$ cat config.mk
export PLATFORM = sky130hd
export DESIGN_NAME = ogtb_top
export DESIGN_NICKNAME = d
export VERILOG_FILES = /design/src/verilog/ogtb_pkg.sv /design/src/verilog/ogtb_top.sv
export SDC_FILE = /design/constraint.sdc
export NUM_CORES = 1
export LEC_CHECK = 0
export BUFFER_PORTS_ARGS = -buffer_cell sky130_fd_sc_hd__buf_2
export CAP_MARGIN = 20
export CORE_MARGIN = 2
export CORE_UTILIZATION = 45
export DETAILED_ROUTE_END_ITERATION = 10
export PLACE_DENSITY = 0.8
export SYNTH_ARGS = -nofsm -noshare
export SYNTH_HDL_FRONTEND = slang
export SYNTH_SLANG_ARGS = --single-unit
$ cat constraint.sdc
create_clock -name sys_clk -period 2.7 [get_ports sys_clk]
set_input_delay 0.135 -clock sys_clk [delete_from_list [all_inputs] [get_ports sys_clk]]
set_output_delay 0.135 -clock sys_clk [all_outputs]
set_load 0.05 [all_outputs]
$ cat src/verilog/ogtb_pkg.sv
// Purpose: shared constants for the offset and gain trim bank
// Assumes: register indices are word indices; byte address is index * 4
// Notes:   one named constant per offset, field, reset value and bit
package ogtb_pkg;

  // ------------------------------------------------------------------
  // register indices
  // ------------------------------------------------------------------
  localparam int          IDX_W              = 12;
  localparam logic [11:0] IDX_OFFSET_B_VINB  = 12'h34e;
  localparam logic [11:0] IDX_DUAL_A_BANK0   = 12'h350;
  localparam logic [11:0] IDX_DUAL_A_BANK1   = 12'h351;
  localparam logic [11:0] IDX_DUAL_B_BANK0   = 12'h352;
  localparam logic [11:0] IDX_DUAL_B_BANK1   = 12'h353;
  localparam logic [11:0] IDX_SINGLE_A_BANK0 = 12'h354;
  localparam logic [11:0] IDX_SINGLE_A_BANK1 = 12'h355;
  localparam logic [11:0] IDX_SINGLE_B_BANK0 = 12'h356;
  localparam logic [11:0] IDX_SINGLE_B_BANK1 = 12'h357;
  localparam logic [11:0] IDX_CTRL           = 12'h360;
  localparam logic [11:0] IDX_STATUS         = 12'h361;

  // ------------------------------------------------------------------
  // field layouts and reset values
  // ------------------------------------------------------------------
  localparam int          OFFS_W       = 12;
  localparam int          OFFS_REG_W   = 16;
  localparam int          GAIN_W       = 5;
  localparam int          GAIN_REG_W   = 8;
  localparam int          NUM_GAIN     = 8;
  localparam logic [2:0]  SINGLE_BASE  = 3'h4;
  localparam logic [15:0] RST_OFFSET   = 16'h0000;
  localparam logic [7:0]  RST_GAIN     = 8'h00;
  localparam logic [1:0]  RST_CTRL     = 2'h0;
  localparam int          CTRL_FG_BIT  = 0;
  localparam int          CTRL_SGL_BIT = 1;
  localparam int          STAT_LD_BIT  = 0;
  localparam int          STAT_SGL_BIT = 1;
  localparam int          STAT_FG_BIT  = 2;

  // ------------------------------------------------------------------
  // decoded slot codes
  // ------------------------------------------------------------------
  localparam logic [3:0]  SLOT_OFFSET  = 4'h8;
  localparam logic [3:0]  SLOT_CTRL    = 4'h9;
  localparam logic [3:0]  SLOT_STATUS  = 4'ha;
  localparam logic [3:0]  SLOT_NONE    = 4'hf;

endpackage : ogtb_pkg

$ cat src/verilog/ogtb_top.sv
// Purpose: offset and fine-gain trim bank for a two-core converter
// Assumes: apb slave on sys_clk; fuse words and sample select same clock
// Notes:   one wait-free access phase; trims applied only under fg cal
//
// Behaviour
// - the b core offset field (bits 11:0 at 0x34e) is applied when that core samples input b under foreground calibration.
// - the same b core input b offset serves dual and single mode alike.
// - dual mode gains sit in bits 4:0 at 0x350..0x353 for a0, a1, b0, b1.
// - single mode gains sit at 0x354..0x357 for a0, a1, b0, b1.
// - offset and gain fields are loaded from fuse storage after reset.
// - upper bits are reserved read-write bits that reset to zero.
//
// Added by the designer: the APB slave port.
`timescale 1ns/1ps
module ogtb_top #(
  parameter int ADDR_W = 14
) (
  input  wire logic                   sys_clk,
  input  wire logic                   rstn,
  input  wire logic                   ce,
  input  wire logic                   psel,
  input  wire logic                   penable,
  input  wire logic                   pwrite,
  input  wire logic [ADDR_W-1:0]      paddr,
  input  wire logic [31:0]            pwdata,
  input  wire logic [3:0]             pstrb,
  output logic      [31:0]            prdata,
  output logic                        pready,
  output logic                        pslverr,
  input  wire logic                   b_samples_input_b,
  input  wire logic [ogtb_pkg::OFFS_W-1:0] fuse_offset,
  input  wire logic [ogtb_pkg::NUM_GAIN*ogtb_pkg::GAIN_W-1:0] fuse_gain,
  output logic [ogtb_pkg::OFFS_W-1:0] b_input_b_offset,
  output logic [ogtb_pkg::GAIN_W-1:0] gain_a_bank0,
  output logic [ogtb_pkg::GAIN_W-1:0] gain_a_bank1,
  output logic [ogtb_pkg::GAIN_W-1:0] gain_b_bank0,
  output logic [ogtb_pkg::GAIN_W-1:0] gain_b_bank1,
  output logic                        fg_cal_active,
  output logic                        single_mode_active
);
  import ogtb_pkg::*;

  // ------------------------------------------------------------------
  // elaboration check
  // ------------------------------------------------------------------
  if (ADDR_W < IDX_W + 2) begin : g_addr_check
    $error("ADDR_W too small for the register indices");
  end

  // ------------------------------------------------------------------
  // functions
  // ------------------------------------------------------------------
  // byte lane merge for one 8-bit lane
  function automatic logic [7:0] lane_merge(input logic [7:0] old_v,
                                            input logic [7:0] new_v,
                                            input logic       strb);
    lane_merge = strb ? new_v : old_v;
  endfunction : lane_merge

  // word index to slot code
  function automatic logic [3:0] slot_of(input logic [IDX_W-1:0] idx);
    unique case (idx)
      IDX_DUAL_A_BANK0:   slot_of = 4'h0;
      IDX_DUAL_A_BANK1:   slot_of = 4'h1;
      IDX_DUAL_B_BANK0:   slot_of = 4'h2;
      IDX_DUAL_B_BANK1:   slot_of = 4'h3;
      IDX_SINGLE_A_BANK0: slot_of = 4'h4;
      IDX_SINGLE_A_BANK1: slot_of = 4'h5;
      IDX_SINGLE_B_BANK0: slot_of = 4'h6;
      IDX_SINGLE_B_BANK1: slot_of = 4'h7;
      IDX_OFFSET_B_VINB:  slot_of = SLOT_OFFSET;
      IDX_CTRL:           slot_of = SLOT_CTRL;
      IDX_STATUS:         slot_of = SLOT_STATUS;
      default:            slot_of = SLOT_NONE;
    endcase
  endfunction : slot_of

  // ------------------------------------------------------------------
  // storage
  // ------------------------------------------------------------------
  logic [OFFS_REG_W-1:0] offset_q;
  logic [GAIN_REG_W-1:0] gain_q [NUM_GAIN];
  logic [1:0]            ctrl_q;
  logic                  load_pend_q;

  // ------------------------------------------------------------------
  // apb decode
  // ------------------------------------------------------------------
  wire logic [ADDR_W-1:0] word_idx = paddr >> 2;
  wire logic              hi_ok    = (word_idx >> IDX_W) == '0;
  wire logic              align_ok = paddr[1:0] == 2'h0;
  wire logic [3:0]        slot     = (hi_ok && align_ok)
                                   ? slot_of(word_idx[IDX_W-1:0])
                                   : SLOT_NONE;
  wire logic              setup    = psel & ~penable;
  wire logic              access   = psel & penable & pready;
  wire logic              wr_en    = ce & access & pwrite;
  wire logic              is_gain  = ~slot[3];
  wire logic [2:0]        gidx     = slot[2:0];
  wire logic              bad      = slot == SLOT_NONE;
  wire logic              fg_en    = ctrl_q[CTRL_FG_BIT];
  wire logic              single   = ctrl_q[CTRL_SGL_BIT];

  // status word shows live block state
  wire logic [31:0] status_word = {29'h0, fg_en, single, ~load_pend_q};

  // read selection
  wire logic [31:0] rd_word =
      is_gain              ? {24'h0, gain_q[gidx]} :
      slot == SLOT_OFFSET  ? {16'h0, offset_q} :
      slot == SLOT_CTRL    ? {30'h0, ctrl_q} :
      slot == SLOT_STATUS  ? status_word : 32'h0;

  // ------------------------------------------------------------------
  // gain set selection by channel mode
  // ------------------------------------------------------------------
  wire logic [2:0] set_base = single ? SINGLE_BASE : 3'h0;
  wire logic [GAIN_W-1:0] sel_a0 = gain_q[set_base][GAIN_W-1:0];
  wire logic [GAIN_W-1:0] sel_a1 = gain_q[set_base + 3'h1][GAIN_W-1:0];
  wire logic [GAIN_W-1:0] sel_b0 = gain_q[set_base + 3'h2][GAIN_W-1:0];
  wire logic [GAIN_W-1:0] sel_b1 = gain_q[set_base + 3'h3][GAIN_W-1:0];

  // ------------------------------------------------------------------
  // apb answer
  // ------------------------------------------------------------------
  // ready and data one cycle after setup, error for unmapped words
  always_ff @(posedge sys_clk) begin
    if (!rstn) begin
      pready  <= 1'b0;
      prdata  <= 32'h0;
      pslverr <= 1'b0;
    end else if (ce) begin
      pready  <= setup;
      prdata  <= (setup && !pwrite && !bad) ? rd_word : 32'h0;
      pslverr <= setup & bad;
    end
  end

  // ------------------------------------------------------------------
  // offset register
  // ------------------------------------------------------------------
  // fuse load first, then software writes per byte lane
  always_ff @(posedge sys_clk) begin
    if (!rstn) begin
      offset_q <= RST_OFFSET;
    end else if (ce && load_pend_q) begin
      offset_q[OFFS_W-1:0] <= fuse_offset;
    end else if (wr_en && slot == SLOT_OFFSET) begin
      offset_q[7:0]  <= lane_merge(offset_q[7:0], pwdata[7:0], pstrb[0]);
      offset_q[15:8] <= lane_merge(offset_q[15:8], pwdata[15:8],
                                   pstrb[1]);
    end
  end

  // ------------------------------------------------------------------
  // gain registers
  // ------------------------------------------------------------------
  // eight trims: dual set at 0..3, single set at 4..7
  always_ff @(posedge sys_clk) begin
    if (!rstn) begin
      for (int k = 0; k < NUM_GAIN; k++) begin
        gain_q[k] <= RST_GAIN;
      end
    end else if (ce && load_pend_q) begin
      for (int k = 0; k < NUM_GAIN; k++) begin
        gain_q[k][GAIN_W-1:0] <= fuse_gain[k*GAIN_W +: GAIN_W];
      end
    end else if (wr_en && is_gain) begin
      gain_q[gidx] <= lane_merge(gain_q[gidx], pwdata[7:0],
                                 pstrb[0]);
    end
  end

  // ------------------------------------------------------------------
  // control and fuse load flag
  // ------------------------------------------------------------------
  // load flag clears on the first enabled cycle after reset
  always_ff @(posedge sys_clk) begin
    if (!rstn) begin
      ctrl_q      <= RST_CTRL;
      load_pend_q <= 1'b1;
    end else if (ce) begin
      load_pend_q <= 1'b0;
      if (wr_en && slot == SLOT_CTRL && pstrb[0]) begin
        ctrl_q <= pwdata[1:0];
      end
    end
  end

  // ------------------------------------------------------------------
  // trims applied to the converter cores
  // ------------------------------------------------------------------
  // zero trim unless foreground calibration is on
  always_ff @(posedge sys_clk) begin
    if (!rstn) begin
      b_input_b_offset   <= '0;
      gain_a_bank0       <= '0;
      gain_a_bank1       <= '0;
      gain_b_bank0       <= '0;
      gain_b_bank1       <= '0;
      fg_cal_active      <= 1'b0;
      single_mode_active <= 1'b0;
    end else if (ce) begin
      b_input_b_offset   <= (fg_en && b_samples_input_b)
                            ? offset_q[OFFS_W-1:0] : '0;
      gain_a_bank0       <= fg_en ? sel_a0 : '0;
      gain_a_bank1       <= fg_en ? sel_a1 : '0;
      gain_b_bank0       <= fg_en ? sel_b0 : '0;
      gain_b_bank1       <= fg_en ? sel_b1 : '0;
      fg_cal_active      <= fg_en;
      single_mode_active <= single;
    end
  end
endmodule : ogtb_top

Word-level counts from Yosys, hierarchy flattened
Memory sizes are Yosys's and may differ from the RTL's.
Cells that the tools add are included.
{ "totals": {"out_inout_bits": 68, "ff_bits": 87, "inputBits": 109, "ram_bits": 64, "word_cells": 108, "mem_count": 1} }
{ "memory_table": {"columns": ["memory", "words", "word_bits", "read_ports", "rd_clocked_by_memory_dff", "wr", "line_no", "text"], "rows": [
  ["gain_q", 8, 8, 5, 0, 8, "ogtb_top.sv:82", "logic [GAIN_REG_W-1:0] gain_q [NUM_GAIN];"]
]} }
{ "classes": {"eq_ne": 15, "addsub": 3, "n_reduce_logical": 19, "n_mux": 37, "n_bitwise": 18} }
{ "op_table": {"columns": ["op", "count"], "rows": [
  ["12-bit by 10-bit equality test with 1-bit output, second input constant", 11],
  ["5-bit two-way mux", 12],
  ["16-bit two-way mux", 3],
  ["4-bit one-hot mux with 11 select lines", 1],
  ["12-bit two-way mux", 3],
  ["8-bit two-way mux", 3],
  ["4-bit equality test, second input constant", 4],
  ["3-bit two-way mux", 4],
  ["1-bit logical AND", 8],
  ["1-bit two-way mux", 8],
  ["4-bit two-way mux", 2],
  ["1-bit bitwise OR", 8],
  ["8-bit OR reduction", 1],
  ["3-bit by 2-bit adder with 3-bit output, second input constant", 2],
  ["1-bit bitwise AND", 6],
  ["2-bit AND reduction", 3],
  ["2-bit nonzero test", 3],
  ["1-bit inverter", 4],
  ["3-bit by 1-bit adder with 3-bit output, second input constant", 1],
  ["3-bit AND reduction", 1],
  ["1-bit logical NOT", 2],
  ["2-bit logical NOT", 1],
  ["2-bit two-way mux", 1]
]} }

Longest topological paths before layout
Gate-level depths: netlist of the first run.
{ "logic_depth": {"ltp_word": 11, "ltp_mapped": 11, "mapped_depth_nobuf": 8} }

Worst setup path after synthesis of the first run
OpenSTA, ideal clock, no wires.
{ "synth_path": {"path_kind": "input to register", "startpoint": "input paddr[2]", "endpoint": "memory gain_q[0][1] (data pin)", "required_ns": 2.435, "path_slack_ns": 0.443, "setup_time_ns": 0.265, "t_arrival_ns": 1.993, "cell_stages": 9, "path_buffers": 2, "path_cell_list": "buf_2 -> or4_4 -> a21o_1 -> buf_4 -> a221oi_2 -> o21ai_1 -> mux2_2 -> o21ai_2 -> o21ai_1"} }
{ "synth_lines": {"columns": ["element", "line_no", "text"], "rows": [
  ["from (decl)", "ogtb_top.sv:24", "input wire logic [ADDR_W-1:0] paddr,"],
  ["to (decl)", "ogtb_top.sv:82", null]
]} }

==> results of run 1 <==
[layer usage]
metal | part of all wire, % | wire, um
met2 | 45 | 8920
met5 | 0 | 0
met4 | 4.7 | 937
met3 | 8.5 | 1680
met1 | 42 | 8210
[power groups by stage]
stage	Combinational, mW	Clock (mW)	Sequential (mW)
6_report	0.471	2.18	2.28
5_1_grt	0.503	2.27	2.28
4_1_cts	0.464	2.17	2.28
3_5_place_dp	0.448	0	2.32
3_3_place_gp	0.441	0	2.32
2_1_floorplan	0.301	0	2.30
[cells by family after synthesis]
group	count (synthesis)	share of synthesized area (%)
multiplexers	38	5.85
AND/OR/NAND/NOR	301	21.7
other	1	0.0534
AO/OA/AOI/OAI	184	18.2
flip-flops	135	47.6
buffers and inverters	86	6.47
[final cells by class]
| type | count | area, um^2 |
|---|---|---|
| fillers | 1283 | 6670 |
| flip-flops and latches | 135 | 3340 |
| multi-input cells | 539 | 3280 |
| repair buffers | 180 | 1050 |
| clock buffers | 20 | 437 |
| well taps | 188 | 235 |
| clock inverters | 12 | 110 |
| inverters | 21 | 78.8 |
[sequential cells by signal, indices dropped and copies added, names as in the netlist]
name / cells
b_input_b_offset: 12
pslverr: 1
gain_b_bank1: 5
gain_a_bank0: 5
ctrl_q: 2
gain_a_bank1: 5
single_mode_active: 1
prdata: 16
offset_q: 16
fg_cal_active: 1
gain_b_bank0: 5
load_pend_q: 1
gain_q: 64
pready: 1
[what timing repair did]
action	CTS	global route
setup buffers	0	0
endpoints found under the hold margin	11	0
hold buffers	11	0
[synthesized netlist by cell type (4+ instances only)]
| master | count |
|---|---|
| a21oi_1 | 31 |
| edfxtp_1 | 64 |
| buf_4 | 21 |
| mux2i_1 | 32 |
| inv_1 | 21 |
| buf_1 | 9 |
| a21boi_0 | 6 |
| nor2b_1 | 47 |
| o22ai_1 | 20 |
| buf_2 | 6 |
| nand3_1 | 42 |
| mux2_2 | 4 |
| dfxtp_1 | 71 |
| a22oi_1 | 9 |
| o21ai_1 | 36 |
| o211a_1 | 14 |
| and3_1 | 4 |
| nor2_1 | 47 |
| a221o_1 | 4 |
| nand2_2 | 6 |
| and2_1 | 23 |
| nor3_1 | 6 |
| o21ai_0 | 26 |
| clkbuf_1 | 24 |
| o21a_1 | 4 |
| nand2_1 | 103 |
[through the flow]
| stage | cells | power, mW |
|---|---|---|
| after floorplan | 760 | 2.60 |
| after global placement | 1052 | 2.76 |
| after detailed placement | 1052 | 2.77 |
| after CTS | 1095 | 4.91 |
| after global routing | 1095 | 5.06 |
| final | 1095 | 4.93 |
[tightest hold or removal path, stage by stage]
cell,delay (ns)
buf_2,0.08
nand2_1,0.04
o21ai_1,0.06
[how the worst max path moves through the flow]
stage | endpoint | from
after floorplan | gain_q[0][1] | paddr[2]
after global placement | gain_q[7][7] | paddr[6]
after detailed placement | gain_q[4][0] | paddr[4]
after global routing | gain_q[2][2] | pready
after CTS | gain_q[4][0] | paddr[4]
final | gain_q[7][0] | pready
[cell usage in the layout, fill, tap and decap left out, types with 4 or more instances in the layout]
cell type,Yosys,layout
buf_2,6,142
nand2_1,103,103
dfxtp_1,71,71
edfxtp_1,64,64
nor2_1,47,47
nor2b_1,47,47
nand3_1,42,42
o21ai_1,36,36
mux2i_1,32,32
a21oi_1,31,31
o21ai_0,26,26
buf_4,21,25
and2_1,23,23
inv_1,21,21
o22ai_1,20,20
clkbuf_16,0,17
conb_1,1,16
o211a_1,14,14
dlygate4sd3_1,0,11
a22oi_1,9,9
nand2_2,6,6
nor3_1,6,6
a21boi_0,6,6
clkinv_1,0,6
and3_1,4,4
o21a_1,4,4
a221o_1,4,4
mux2_2,4,4
==> metrics.md, run 1 <==
| Metric | Value |
|---|---|
| Worst reg2reg setup slack | `~0.41 ns` |
| R2R Path End | `gain_q[7][0]` |
| Crit path cell chain | `nand3_1 > nor2_1 > nand3_1 > nor2_1 > nand3_1 > buf_4 > nand3_1 > o21ai_0` |
| Synthesized instance count | `between 700 and 800` |
| Hold Path End | `gain_q[1][2]` |
| Kind of end point of the critical path | `register` |
| Pwr dens | `between 500 and 600 nW/um^2` |
| Initial DRC count | `733` |
| Final Max Slew Viols | `0` |
| Async SR Flop Fraction | `0%` |
| TritonCTS clock tree | `yes` |
| Gate power share | `under 10%` |
| Post-synth EDFFs | `64` |
| H-tree Lvls | `4` |
| Sequential element share of the synthesized area | `a little under half` |
| Vias per cell | `about 5.7` |
| CTS buffer count | `17` |
| Inserted Diodes | `0` |
| Slowest cell on the critical path | `dfxtp_1` |
| Die width | `129 um` |
| RSZ-0062 raised after global routing | `no` |
| CP top delay family | `simple AND/OR/NAND/NOR gates` |
| Clk pwr share | `about 44%` |
| Skew-Pair Late Insertion Delay | `roughly 0.42 ns` |
| Area of placed instances | `7870 um^2` |
| Crit path launch type | `register` |
| Sw power | `1.20 mW` |
| Routability cong. | `slightly below 1` |
| Hold Crit Class | `in -> reg` |
| Slew @ Worst Pin | `between 0.7 and 0.8 ns` |
| Fraction of layout cells with a size suffix above 1 | `about a quarter` |
| Total Routed Length | `19700 um` |
| Vias | `between 6000 and 7000` |
| Clk sinks | `approximately 140` |
| WP data required | `approximately 2.8 ns` |
| Number of global-route vias before repair | `between 5000 and 6000` |
| Root Buffer Master | `clkbuf_16` |
| Yosys reg bits | `135` |
| Top cell type's share of synthesized area | `between 20% and 30%` |
| Initial antenna violation count | `0` |
| Run status | `completed` |
| First-pass GRT wire length | `29600 um` |
| Remaining DRCs | `0` |
| FF-to-FF Start | `pready` |
| Io pins | `approximately 180` |
| Grt met2 use | `a little over a third` |
| Worst EP arrival | `2.43 ns` |
| First-pass DRT Iterations | `7` |
| Critical path type | `reg -> reg` |
| Post-Place Setup Slack | `around 0.033 ns` |
| Grt met1 use | `30.8%` |
| Period utilisation layout | `between 80 and 90%` |
| Syn avg cell area | `9.42 um^2` |
| Full die area | `~17000 um^2` |
| Die Y | `~130 um` |
| Final min period | `approximately 2.3 ns` |
| Ys Warns | `0` |
| Crit-path max cell delay | `about 0.37 ns` |
| Synthesized cell area | `between 7000 and 8000 um^2` |
| Antenna-violating nets left | `0` |
| Primary FF master, synth | `dfxtp_1` |
| DP Wirelength | `14500 um` |
| Net switching fraction of the power | `between 20% and 30%` |
| Gr busiest metal | `met2` |
| Max-slew headroom | `between 40% and 50%` |
| Min-delay src | `fuse_gain[7]` |
| Resize count post-CTS | `0` |
| Total gr overflow | `0` |
| Design area | `approximately 8500 um^2` |
| VDD IR-drop max | `0.442 mV` |
| CP max FO | `10` |
| Static Leak | `between 3 and 4 nW` |
| Max Freq | `between 400 and 500 MHz` |
| Final Util | `56.1%` |
| Port Buf Inserts | `around 140` |
| Yosys top cell by area | `edfxtp_1` |
| Worst path depth | `8` |
| Buffer depth of the longest clock path | `2` |
| Reg2reg path depth | `8` |
| TNS Setup | `0 ns` |
| Largest net degree at the start of global routing | `86` |
| Core Rows | `45` |
| Initial Util | `a little under half` |
| Net count, final | `around 1000` |
| DR WL/cell | `18.0 um` |
| Final setup viols | `0` |
| Most common cell on crit path | `nand3_1` |
| Unique masters post-synth | `between 60 and 70` |
| Final setup margin | `slightly above 0.4 ns` |
| Hold slack final | `0.00455 ns` |
| Ranking of synthesized cells by area | `edfxtp_1 27%, dfxtp_1 20%, nand2_1 5.5%, mux2i_1 4.6%, nor2b_1 4.2%` |
| Final hold vios | `0` |
| Total core area | `roughly 15000 um^2` |
| Clock Skew | `approximately 0.0060 ns` |
| Power Internal | `3.73 mW` |
| Crit path buf inv count | `1` |
| Hold path depth | `3` |
| Clock transition at path regs | `approximately 0.05 ns` |
| Max-cap violations | `0` |
| Gr usage total | `between 20% and 30%` |
| Met3 GRT Util | `between 5 and 6%` |
| Flop pwr share | `a little under half` |
| Area grow syn2layout | `21.5%` |
No activity file was read; power rests on OpenSTA's default activity.
==> run 2, diff against run 1 <==
==> constraint.sdc (replaced) <==
create_clock -name sys_clk -period 2.2 [get_ports sys_clk]
set_input_delay 0.11 -clock sys_clk [delete_from_list [all_inputs] [get_ports sys_clk]]
set_output_delay 0.11 -clock sys_clk [all_outputs]
set_load 0.05 [all_outputs]
==> metrics.md, run 2 (synthesis results as in run 1) <==
| Metric | Value |
|---|---|
| Skew-Pair Late Insertion Delay | `0.42 ns (about the same)` |
| Gate power share | `10.6% (+1.0 points)` |
| CTS buffer count | `17 (unchanged)` |
| DP Wirelength | `15200 um (+5.0%)` |
| Inserted Diodes | `0 (unchanged)` |
| Net switching fraction of the power | `25.4% (+1.0 points)` |
| Remaining DRCs | `0 (unchanged)` |
| Worst EP arrival | `2.24 ns (-0.19 ns)` |
| CP max FO | `11 (+1)` |
| Pwr dens | `664 nW/um^2 (+15%)` |
| Initial Util | `46.2% (unchanged)` |
| Worst reg2reg setup slack | `0.20 ns (-0.21 ns)` |
| Hold Path End | `gain_q[4][4]` |
| First-pass GRT wire length | `32700 um (+11%)` |
| Io pins | `177 (unchanged)` |
| VDD IR-drop max | `0.556 mV (+26%)` |
| Clock Skew | `0.00774 ns (+0.00177 ns)` |
| Reg2reg path depth | `7 (-1)` |
| Final Max Slew Viols | `0 (unchanged)` |
| Initial antenna violation count | `0 (unchanged)` |
| Sw power | `1.54 mW (+28%)` |
| Largest Register | `gain_q` |
| Slew @ Worst Pin | `0.650 ns (-0.115 ns)` |
| Most frequent cells in the layout | `142 x buf_2, 103 x nand2_1, 71 x dfxtp_1, 71 x buf_4, 64 x edfxtp_1` |
| Period utilisation layout | `approximately 95%` |
| Hold Crit Class | `in -> reg` |
| Largest net degree at the start of global routing | `50 (-42%)` |
| Total core area | `15200 um^2 (unchanged)` |
| Static Leak | `3.84 nW (+8.9%)` |
| Clock transition at path regs | `0.06 ns (about the same)` |
| Net count, final | `1069 (+6.6%)` |
| Max Freq | `between 400 and 500 MHz` |
| Max-cap violations | `0 (unchanged)` |
| Final Util | `60.0% (+3.9 points)` |
| Hold path depth | `3 (unchanged)` |
| Crit path launch type | `input pin` |
| Max FFs per register | `64 (unchanged)` |
| Root Buffer Master | `clkbuf_16` |
| Max-slew headroom | `56.4% (+7.5 points)` |
| WP data required | `2.35 ns (-0.49 ns)` |
| Antenna-violating nets left | `0 (unchanged)` |
| Final hold vios | `1 (+1)` |
| R2R Path End | `gain_q[3][0]` |
| Clk pwr share | `43.2% (-1.0 points)` |
| Critical path type | `in -> reg` |
| H-tree Lvls | `4 (unchanged)` |
| Hold slack final | `-0.00450 ns (-0.00905 ns)` |
| Design area | `9130 um^2 (+7.0%)` |
| Final setup viols | `0 (unchanged)` |
| Top Registers | `gain_q x64, offset_q x16, prdata x16` |
| Routability cong. | `0.912 (-6.7%)` |
| Full die area | `16600 um^2 (unchanged)` |
| Initial DRC count | `857 (+17%)` |
| DR WL/cell | `18.3 um (+1.8%)` |
| Number of global-route vias before repair | `6274 (+10%)` |
| Power Internal | `4.52 mW (+21%)` |
| Clk sinks | `135 (unchanged)` |
| Area grow syn2layout | `30.0%` |
| Core Rows | `45 (unchanged)` |
| TritonCTS clock tree | `yes` |
| Port Buf Inserts | `142 (unchanged)` |
| Final min period | `approximately 2.1 ns` |
| Total Routed Length | `21300 um (+7.9%)` |
| FF-to-FF Start | `pready` |
| Total gr overflow | `0 (unchanged)` |
| Min-delay src | `fuse_gain[24]` |
| Kind of end point of the critical path | `register` |
| Vias | `6569 (+5.5%)` |
| Fraction of layout cells with a size suffix above 1 | `29.5% (+4.1 points)` |
| First-pass DRT Iterations | `6 (-1)` |
| Die Y | `129 um (unchanged)` |
| Area of placed instances | `8280 um^2 (+5.2%)` |
| Run status | `finished, violations left` |
| Most common cell after layout, fill and taps aside | `buf_2` |
| Failing checks | `negative hold slack` |
| Vias per cell | `5.66 (-0.49%)` |
| Gr usage total | `25.6% (+2.0 points)` |
| Buffer depth of the longest clock path | `2 (unchanged)` |
| Die width | `129 um (unchanged)` |
| Flop pwr share | `46.3% (about the same)` |
[run 2: worst max path at each step]
stage | start | to | slack, ns | cells past startpoint
2_1_floorplan | paddr[4] | gain_q[0][1] | 0.03 | 10
3_3_place_gp | paddr[6] | gain_q[0][3] | -0.20 | 10
3_5_place_dp | paddr[6] | gain_q[4][3] | -0.26 | 10
4_1_cts | pready | gain_q[3][2] | 0.006 | 7
5_1_grt | paddr[4] | gain_q[4][6] | -0.008 | 12
6_report | paddr[3] | gain_q[4][3] | 0.11 | 10
[run 2: final cells by class]
cell class / instances / area, um^2
fill: 1270 / 6080
sequential: 135 / 3340
clock buffer: 19 / 433
timing repair buffer: 246 / 1630
tap: 188 / 235
multi-input combinational: 539 / 3300
clock inverter: 13 / 108
inverter: 21 / 78.8
[run 2: timing repair]
action | in CTS | in global routing
hold buffers | 27 | 0
endpoints found under the setup margin | 0 | 77
buffers inserted | 0 | 2
hold endpoints to repair | 27 | 0
resized for setup | 0 | 5
[run 2: critical path, cell delays in order]
cell	delay, ns
buf_2	0.14
nor4b_4	0.43
a22oi_2	0.18
o211ai_4	0.23
buf_4	0.19
mux2i_1	0.25
o21ai_1	0.11
mux2_2	0.31
o21ai_4	0.14
o21ai_1	0.14
[run 2: power by group through the flow]
stage / sequential (mW) / combinational (mW) / clock, mW
2_1_floorplan: 2.82 / 0.372 / 0
3_3_place_gp: 2.85 / 0.575 / 0
3_5_place_dp: 2.85 / 0.586 / 0
4_1_cts: 2.80 / 0.627 / 2.63
5_1_grt: 2.81 / 0.688 / 2.73
6_report: 2.81 / 0.641 / 2.62
[run 2: metrics by stage]
stage	cells	setup TNS, ns	setup WS, ns	total power [mW]
after floorplan	760	0	0.0313	3.19
after global placement	1100	-13.21	-0.205	3.42
after detailed placement	1100	-18.66	-0.261	3.44
after CTS	1159	0	0.00637	6.05
after global routing	1161	-0.0102	-0.00803	6.23
final	1161	0	0.106	6.06
[run 2: metal layers]
metal | share of wire, % | routed length, um | global-route usage, %
met5 | 0 | 0 | 0
met4 | 4.4 | 947 | 12.5
met3 | 8.1 | 1720 | 5.41
met2 | 47 | 10000 | 40.1
met1 | 41 | 8640 | 33.8
